$ cat src/pfs_pkg.sv
// Purpose: Constants and types for the pin function select block.
// Assumes: Register indices are word indices; the byte address is four times the index.
// Notes:   Register slot order is P0.7, P1.0 to P1.7, P2.0, P2.1, P2.2.
package pfs_pkg;

    localparam int          PFS_NUM_REGS   = 12;
    localparam int          PFS_IDX_WIDTH  = 16;
    localparam logic [7:0]  PFS_RESET_VAL  = 8'h00;

    // Word indices of the selection registers.
    localparam logic [15:0] PFS_IDX_P07 = 16'hA057;
    localparam logic [15:0] PFS_IDX_P10 = 16'hA058;
    localparam logic [15:0] PFS_IDX_P11 = 16'hA059;
    localparam logic [15:0] PFS_IDX_P12 = 16'hA05A;
    localparam logic [15:0] PFS_IDX_P13 = 16'hA05B;
    localparam logic [15:0] PFS_IDX_P14 = 16'hA05C;
    localparam logic [15:0] PFS_IDX_P15 = 16'hA05D;
    localparam logic [15:0] PFS_IDX_P16 = 16'hA05E;
    localparam logic [15:0] PFS_IDX_P17 = 16'hA05F;
    localparam logic [15:0] PFS_IDX_P20 = 16'hA070;
    localparam logic [15:0] PFS_IDX_P21 = 16'hA071;
    localparam logic [15:0] PFS_IDX_P22 = 16'hA072;

    localparam logic [15:0] PFS_IDX [PFS_NUM_REGS] = '{
        PFS_IDX_P07, PFS_IDX_P10, PFS_IDX_P11, PFS_IDX_P12,
        PFS_IDX_P13, PFS_IDX_P14, PFS_IDX_P15, PFS_IDX_P16,
        PFS_IDX_P17, PFS_IDX_P20, PFS_IDX_P21, PFS_IDX_P22
    };

    // Implemented bits of each register, same slot order.
    localparam logic [7:0]  PFS_MASK [PFS_NUM_REGS] = '{
        8'h07, 8'h07, 8'h07, 8'h07, 8'h07, 8'h01,
        8'h01, 8'h0F, 8'h0F, 8'h03, 8'h03, 8'h03
    };

    // Slot numbers.
    localparam int PFS_S_P07 = 0;
    localparam int PFS_S_P10 = 1;
    localparam int PFS_S_P11 = 2;
    localparam int PFS_S_P12 = 3;
    localparam int PFS_S_P13 = 4;
    localparam int PFS_S_P14 = 5;
    localparam int PFS_S_P15 = 6;
    localparam int PFS_S_P16 = 7;
    localparam int PFS_S_P17 = 8;
    localparam int PFS_S_P20 = 9;
    localparam int PFS_S_P21 = 10;
    localparam int PFS_S_P22 = 11;

    // Field positions.
    localparam int PFS_B_GENERAL_IO  = 0;
    localparam int PFS_B_ALT1        = 1;
    localparam int PFS_B_ALT2        = 2;
    localparam int PFS_B_TIMER_INPUT = 3;

    // Routing enables towards peripherals and pad drivers.
    typedef struct packed {
        logic        adc_d2_select;
        logic        uart0_receive_select;
        logic        pca0_signal_select;
        logic        adc_d3_select;
        logic        pca1_signal_select;
        logic        adc_d4_select;
        logic        i2c_master_data_select;
        logic        i2c_slave_data_select;
        logic        i2c_master_clock_select;
        logic        i2c_slave_clock_select;
        logic        timer1_input_select;
        logic        timer0_input_select;
        logic        pin_irq_line0_select;
        logic        pin_irq_line1_select;
        logic        crystal_input_select;
        logic        crystal_output_select;
        logic        uart2_transmit_select;
        logic [11:0] general_io_enable;
    } pfs_route_s;

endpackage : pfs_pkg

$ cat src/pfs_pin_function_select.sv
// Purpose: Per-pin function selection registers for P0.7 to P2.2, with pin interrupt edges.
// Assumes: Classic Wishbone slave, 32-bit data, byte address is four times the word index.
// Notes:   Each register is the low byte of its word; upper bits read as zero.
//
// The implementer's own choice: the Wishbone interface to the registers.
module pfs_pin_function_select #(
    parameter int ADR_WIDTH = 18
) (
    // Clock and reset
    input  wire logic                   clk_i,
    input  wire logic                   rst_i,
    // Wishbone slave
    input  wire logic                   cyc_i,
    input  wire logic                   stb_i,
    input  wire logic                   we_i,
    input  wire logic [ADR_WIDTH-1:0]   adr_i,
    input  wire logic [3:0]             sel_i,
    input  wire logic [31:0]            dat_i,
    output logic      [31:0]            dat_o,
    output logic                        ack_o,
    // Pad levels of the pin interrupt pins
    input  wire logic                   pin16_level_i,
    input  wire logic                   pin17_level_i,
    // Routing enables and interrupt pulses
    output pfs_pkg::pfs_route_s         route_o,
    output logic                        pin_irq_group0_line0_o,
    output logic                        pin_irq_group0_line1_o
);

    logic [7:0]  sel_reg [pfs_pkg::PFS_NUM_REGS];
    logic        req;
    logic        hit;
    logic [3:0]  hit_slot;
    logic [15:0] word_idx;
    logic [1:0]  pin_meta;
    logic [1:0]  pin_sync;
    logic [1:0]  pin_prev;
    logic [1:0]  next_irq;

    assign req      = cyc_i && stb_i && !ack_o;
    assign word_idx = 16'(adr_i[ADR_WIDTH-1:2]);

    always_comb begin
        hit      = 1'b0;
        hit_slot = 4'h0;
        for (int i = 0; i < pfs_pkg::PFS_NUM_REGS; i++) begin
            if (word_idx == pfs_pkg::PFS_IDX[i]) begin
                hit      = 1'b1;
                hit_slot = 4'(i);
            end
        end
    end

    // Ack comes one cycle after the request and drops the cycle after.
    always_ff @(posedge clk_i) begin
        if (rst_i) begin
            ack_o <= 1'b0;
        end else begin
            ack_o <= req;
        end
    end

    always_ff @(posedge clk_i) begin
        if (rst_i) begin
            for (int i = 0; i < pfs_pkg::PFS_NUM_REGS; i++) begin
                sel_reg[i] <= pfs_pkg::PFS_RESET_VAL;
            end
        end else if (req && we_i && sel_i[0] && hit) begin
            sel_reg[hit_slot] <= dat_i[7:0] & pfs_pkg::PFS_MASK[hit_slot];
        end
    end

    always_ff @(posedge clk_i) begin
        if (rst_i) begin
            dat_o <= 32'h0000_0000;
        end else if (req && !we_i && hit) begin
            dat_o <= {24'h00_0000, sel_reg[hit_slot]};
        end else if (req) begin
            dat_o <= 32'h0000_0000;
        end
    end

    assign route_o.adc_d2_select           = sel_reg[pfs_pkg::PFS_S_P07][pfs_pkg::PFS_B_ALT2];
    assign route_o.uart0_receive_select    = sel_reg[pfs_pkg::PFS_S_P07][pfs_pkg::PFS_B_ALT1];
    assign route_o.pca0_signal_select      = sel_reg[pfs_pkg::PFS_S_P10][pfs_pkg::PFS_B_ALT2];
    assign route_o.adc_d3_select           = sel_reg[pfs_pkg::PFS_S_P10][pfs_pkg::PFS_B_ALT1];
    assign route_o.pca1_signal_select      = sel_reg[pfs_pkg::PFS_S_P11][pfs_pkg::PFS_B_ALT2];
    assign route_o.adc_d4_select           = sel_reg[pfs_pkg::PFS_S_P11][pfs_pkg::PFS_B_ALT1];
    assign route_o.i2c_master_data_select  = sel_reg[pfs_pkg::PFS_S_P12][pfs_pkg::PFS_B_ALT2];
    assign route_o.i2c_slave_data_select   = sel_reg[pfs_pkg::PFS_S_P12][pfs_pkg::PFS_B_ALT1];
    assign route_o.i2c_master_clock_select = sel_reg[pfs_pkg::PFS_S_P13][pfs_pkg::PFS_B_ALT2];
    assign route_o.i2c_slave_clock_select  = sel_reg[pfs_pkg::PFS_S_P13][pfs_pkg::PFS_B_ALT1];
    assign route_o.timer1_input_select =
        sel_reg[pfs_pkg::PFS_S_P16][pfs_pkg::PFS_B_TIMER_INPUT];
    assign route_o.timer0_input_select =
        sel_reg[pfs_pkg::PFS_S_P17][pfs_pkg::PFS_B_TIMER_INPUT];
    assign route_o.pin_irq_line0_select    = sel_reg[pfs_pkg::PFS_S_P16][pfs_pkg::PFS_B_ALT1];
    assign route_o.pin_irq_line1_select    = sel_reg[pfs_pkg::PFS_S_P17][pfs_pkg::PFS_B_ALT1];
    assign route_o.crystal_input_select    = sel_reg[pfs_pkg::PFS_S_P20][pfs_pkg::PFS_B_ALT1];
    assign route_o.crystal_output_select   = sel_reg[pfs_pkg::PFS_S_P21][pfs_pkg::PFS_B_ALT1];
    assign route_o.uart2_transmit_select   = sel_reg[pfs_pkg::PFS_S_P22][pfs_pkg::PFS_B_ALT1];

    for (genvar g = 0; g < pfs_pkg::PFS_NUM_REGS; g++) begin : g_gpio
        assign route_o.general_io_enable[g] = sel_reg[g][pfs_pkg::PFS_B_GENERAL_IO];
    end

    // Pad levels pass two flip-flops before the edge detector sees them.
    always_ff @(posedge clk_i) begin
        if (rst_i) begin
            pin_meta <= 2'b00;
            pin_sync <= 2'b00;
            pin_prev <= 2'b00;
        end else begin
            pin_meta <= {pin17_level_i, pin16_level_i};
            pin_sync <= pin_meta;
            pin_prev <= pin_sync;
        end
    end

    always_comb begin
        next_irq = 2'b00;
        for (int k = 0; k < 2; k++) begin
            if (sel_reg[pfs_pkg::PFS_S_P16 + k][pfs_pkg::PFS_B_ALT1]) begin
                if (sel_reg[pfs_pkg::PFS_S_P16 + k][pfs_pkg::PFS_B_ALT2]) begin
                    next_irq[k] = pin_sync[k] && !pin_prev[k];
                end else begin
                    next_irq[k] = !pin_sync[k] && pin_prev[k];
                end
            end
        end
    end

    always_ff @(posedge clk_i) begin
        if (rst_i) begin
            pin_irq_group0_line0_o <= 1'b0;
            pin_irq_group0_line1_o <= 1'b0;
        end else begin
            pin_irq_group0_line0_o <= next_irq[0];
            pin_irq_group0_line1_o <= next_irq[1];
        end
    end

endmodule : pfs_pin_function_select

$ cat config.mk
export PLATFORM = sky130hd
export DESIGN_NAME = pfs_pin_function_select
export DESIGN_NICKNAME = d
export VERILOG_FILES = /design/src/pfs_pkg.sv /design/src/pfs_pin_function_select.sv
export SDC_FILE = /design/constraint.sdc
export NUM_CORES = 1
export LEC_CHECK = 0
export BUFFER_PORTS_ARGS = -buffer_cell sky130_fd_sc_hd__buf_2
export CAP_MARGIN = 20
export CELL_PAD_IN_SITES_DETAIL_PLACEMENT = 1
export CELL_PAD_IN_SITES_GLOBAL_PLACEMENT = 1
export CORE_MARGIN = 2
export CORE_UTILIZATION = 26
export DETAILED_ROUTE_END_ITERATION = 6
export PLACE_DENSITY_LB_ADDON = 0.1
export SLEW_MARGIN = 25
export SYNTH_ARGS = -nofsm -noshare
export SYNTH_HDL_FRONTEND = slang
export SYNTH_SLANG_ARGS = --single-unit
$ cat constraint.sdc
create_clock -name clk_i -period 5.6 [get_ports clk_i]
set_clock_uncertainty 0.1 [all_clocks]
set_input_delay 0.56 -clock clk_i [delete_from_list [all_inputs] [get_ports clk_i]]
set_output_delay 0.56 -clock clk_i [all_outputs]
set_load 0.02 [all_outputs]
==> impl_metrics.tcl <==
set metrics [dict create \
    reg2reg_slack_ps 3000 \
    async_flop_share_pct 0 \
    synth_cell_types 62 \
    drc_errors 0 \
    start_util_pct 26.66 \
    io_pins 125 \
    die_area_um2 14530 \
    grt_util_all_layers_pct 14.14 \
    cts_sinks 61 \
    ir_worst_vdd_uv 182.1 \
    layout_setup_ws_ps 2066 \
    critical_path_class "in -> reg" \
    wl_per_cell_um 17.84 \
    antenna_left 0 \
    grt-ovfl-total 0 \
    largest_reg_flops 48 \
    synth_area_leaders "edfxtp_1 (41%), buf_4 (12%), dfxtp_1 (7.4%)" \
    dp_worst_setup_slack_ps 1621 \
    min_path_type "in -> reg" \
    timing.rr.end "sel_reg[7][1]" \
    tightest_slew_ps 853.5 \
    rows 42 \
    clkTransAtPathRegs_ps 50 \
    yosysTopAreaCellShare_pct 40.82 \
    totalWireLength_um 9993 \
    netlist_instances 345 \
    grt_max_degree 28 \
    p_leak_uw 0.001614 \
    viasPerCell 4.423 \
    start_kind "primary input" \
    cts_resized 0 \
    grt-busiest-layer "met2" \
    final_hold_viol_count 0 \
    crit_required_ps 5580 \
    timing.final.max_slew_violations 0 \
    r2r_cells 6 \
    io_buffers 63 \
    core_um2 13240 \
    grt_first_pass_wirelength_um 14960 \
    antennaDiodeCount 0 \
    worst-path-buf-inv 3 \
    outcome "finished clean" \
    power_density_nw_per_um2 306.2 \
    synth_edf_count 48 \
    vias 2477 \
    grt_pass1_vias 2526 \
    min_period_ps 3534 \
    crit_path_top_delay_cell "o311ai_1" \
    crit_arrival_ps 3510 \
    fmax_mhz 283.0 \
    grtUsageMet2_pct 21.72 \
    ctsHoldBuffers 0 \
    slowest_delay_ps 780 \
    crit_chain "buf_2, nor3_1, and3_2, and2_4, inv_2, ha_1, o311ai_1, buf_4, nor2_1" \
    fill_cells 1556 \
    maxSlewHeadroom_pct 42.20 \
    endpoint "sel_reg[4][2]" \
    synth_top_cell_by_area "edfxtp_1" \
    seq_area_um2 1702 \
    maxCapViolations 0 \
    syn_area_per_cell_um2 10.23 \
    regToRegStartpoint "ack_o" \
    htreeDepth 3 \
    cts_root_buf "clkbuf_16" \
    drive_gt1_share_pct 25.78 \
    use_met3_pct 4.151 \
    yosysSeqAreaShare_pct 48.19 \
    antenna_found_initial 0 \
    place.gp.congestion 0.8141 \
    syn_area_um2 3531 \
    cts_buffers 9 \
    area_growth_pct 12.47 \
    dr.pass1.iters 4 \
    grt_use_met1_pct 19.02 \
    finalCritPeriodShare_pct 63.10 \
    setup_violations 0 \
    ys.flop_type "edfxtp_1" \
    multiInputGateArea_um2 1385 \
    crit_path_end_kind "register" \
    tns_ps 0 \
    cp.depth 9 \
    clock_path_buffers 2 \
    yosys_register_bits 61 \
    die_y_um 120.5 \
    drtIter0Drc 153 \
    cts_tree "yes" \
    rsz0062_at_grt "false" \
    die_w_um 120.5 \
    post_cts_buffers 0 \
    synth_warnings 0 \
    final_net_count 444 \
    path_delay_family "simple AND/OR/NAND/NOR gates" \
    crit_fanout 18 \
    clk_latency_ps 330 \
    startpoint "adr_i[11]" \
    hpwl_um 7656 \
]
cells in the final DEF, fill, tap and decap left out, types with 5 or more instances in the layout:
cell and count:
dfxtp_1 13, nand2_1 29, clkbuf_16 9, nor2b_1 8
nor2_1 55, conb_1 32, mux2i_1 5, nand2b_1 12
edfxtp_1 48, buf_2 63, nor3b_1 5, mux2_2 8
nand3_1 7, a21oi_1 9
area by class of cell:
type                    count  share of cell area, %
repair buffers             64                  8.129
clock buffers              12                  6.459
well taps                 176                  5.545
clock inverters             4                  1.764
multi-input cells         239                  34.88
inverters                   4                 0.3781
flip-flops and latches     61                  42.85
power by group:
group	switching [uW]	leakage [uW]	internal, uW
clock	195	0.000163	412
sequential	7.87	0.000601	503
combinational	69.3	0.000851	28.6
total	272	0.00161	944
per-layer routing:
layer | routed length (um) | vias up
met4 | 187 | 0
met2 | 4392 | 76
met3 | 555 | 10
met5 | 0 | -
li1 | - | 1192
met1 | 4858 | 1199
worst min path at each step:
stage	start	end	cells past startpoint
floorplan	pin_meta[0]	pin_sync[0]	1
CTS	pin16_level_i	pin_meta[0]	2
detailed placement	pin_meta[1]	pin_sync[1]	1
global placement	pin_meta[1]	pin_sync[1]	1
finish	pin16_level_i	pin_meta[0]	2
global route	pin17_level_i	pin_meta[1]	2
cell usage after synthesis, types with 2 or more instances:
master / number
buf_4: 57
nor2_1: 55
edfxtp_1: 48
nand2_1: 29
dfxtp_1: 13
nand2b_1: 12
a21oi_1: 9
mux2_2: 8
nor2b_1: 8
clkbuf_1: 7
nand3_1: 7
mux2i_1: 5
nor3b_1: 5
and3_1: 4
ha_1: 4
nor3_1: 4
o21ai_0: 4
a211oi_1: 3
buf_2: 3
inv_1: 3
nand3b_1: 3
xnor2_1: 3
a21boi_0: 2
a21o_1: 2
a22oi_1: 2
a31oi_1: 2
and2_1: 2
and4bb_2: 2
buf_12: 2
buf_6: 2
nand4_1: 2
nor4b_1: 2
o22ai_1: 2
metrics by stage:
step	util (%)	std cells	total power (uW)	area [um2]	hold WS [ps]
floorplan	-	376	609.9	3647	313.8
global placement	27.52	544	617.6	3645	321.6
detailed placement	27.52	544	618.8	3645	333.4
CTS	29.99	560	1230	3971	336.1
global route	29.99	560	1260	3971	341.8
finish	29.99	560	1216	3971	341.7
cell families (layout without fill, tap and decap cells):
group,count (synthesis),after routing,share of synthesized area [%]
and+or+nand+nor,145,145,20.84
buffers and inverters,76,84,15.88
DFF,61,61,48.19
AOI/OAI and AO/OA,42,42,8.859
muxes,13,13,3.969
adders and majority gates,4,4,1.417
xor gates and xnor gates,3,3,0.7443
other,1,32,0.1062
Note: power is estimated with default switching activity, not from simulation.
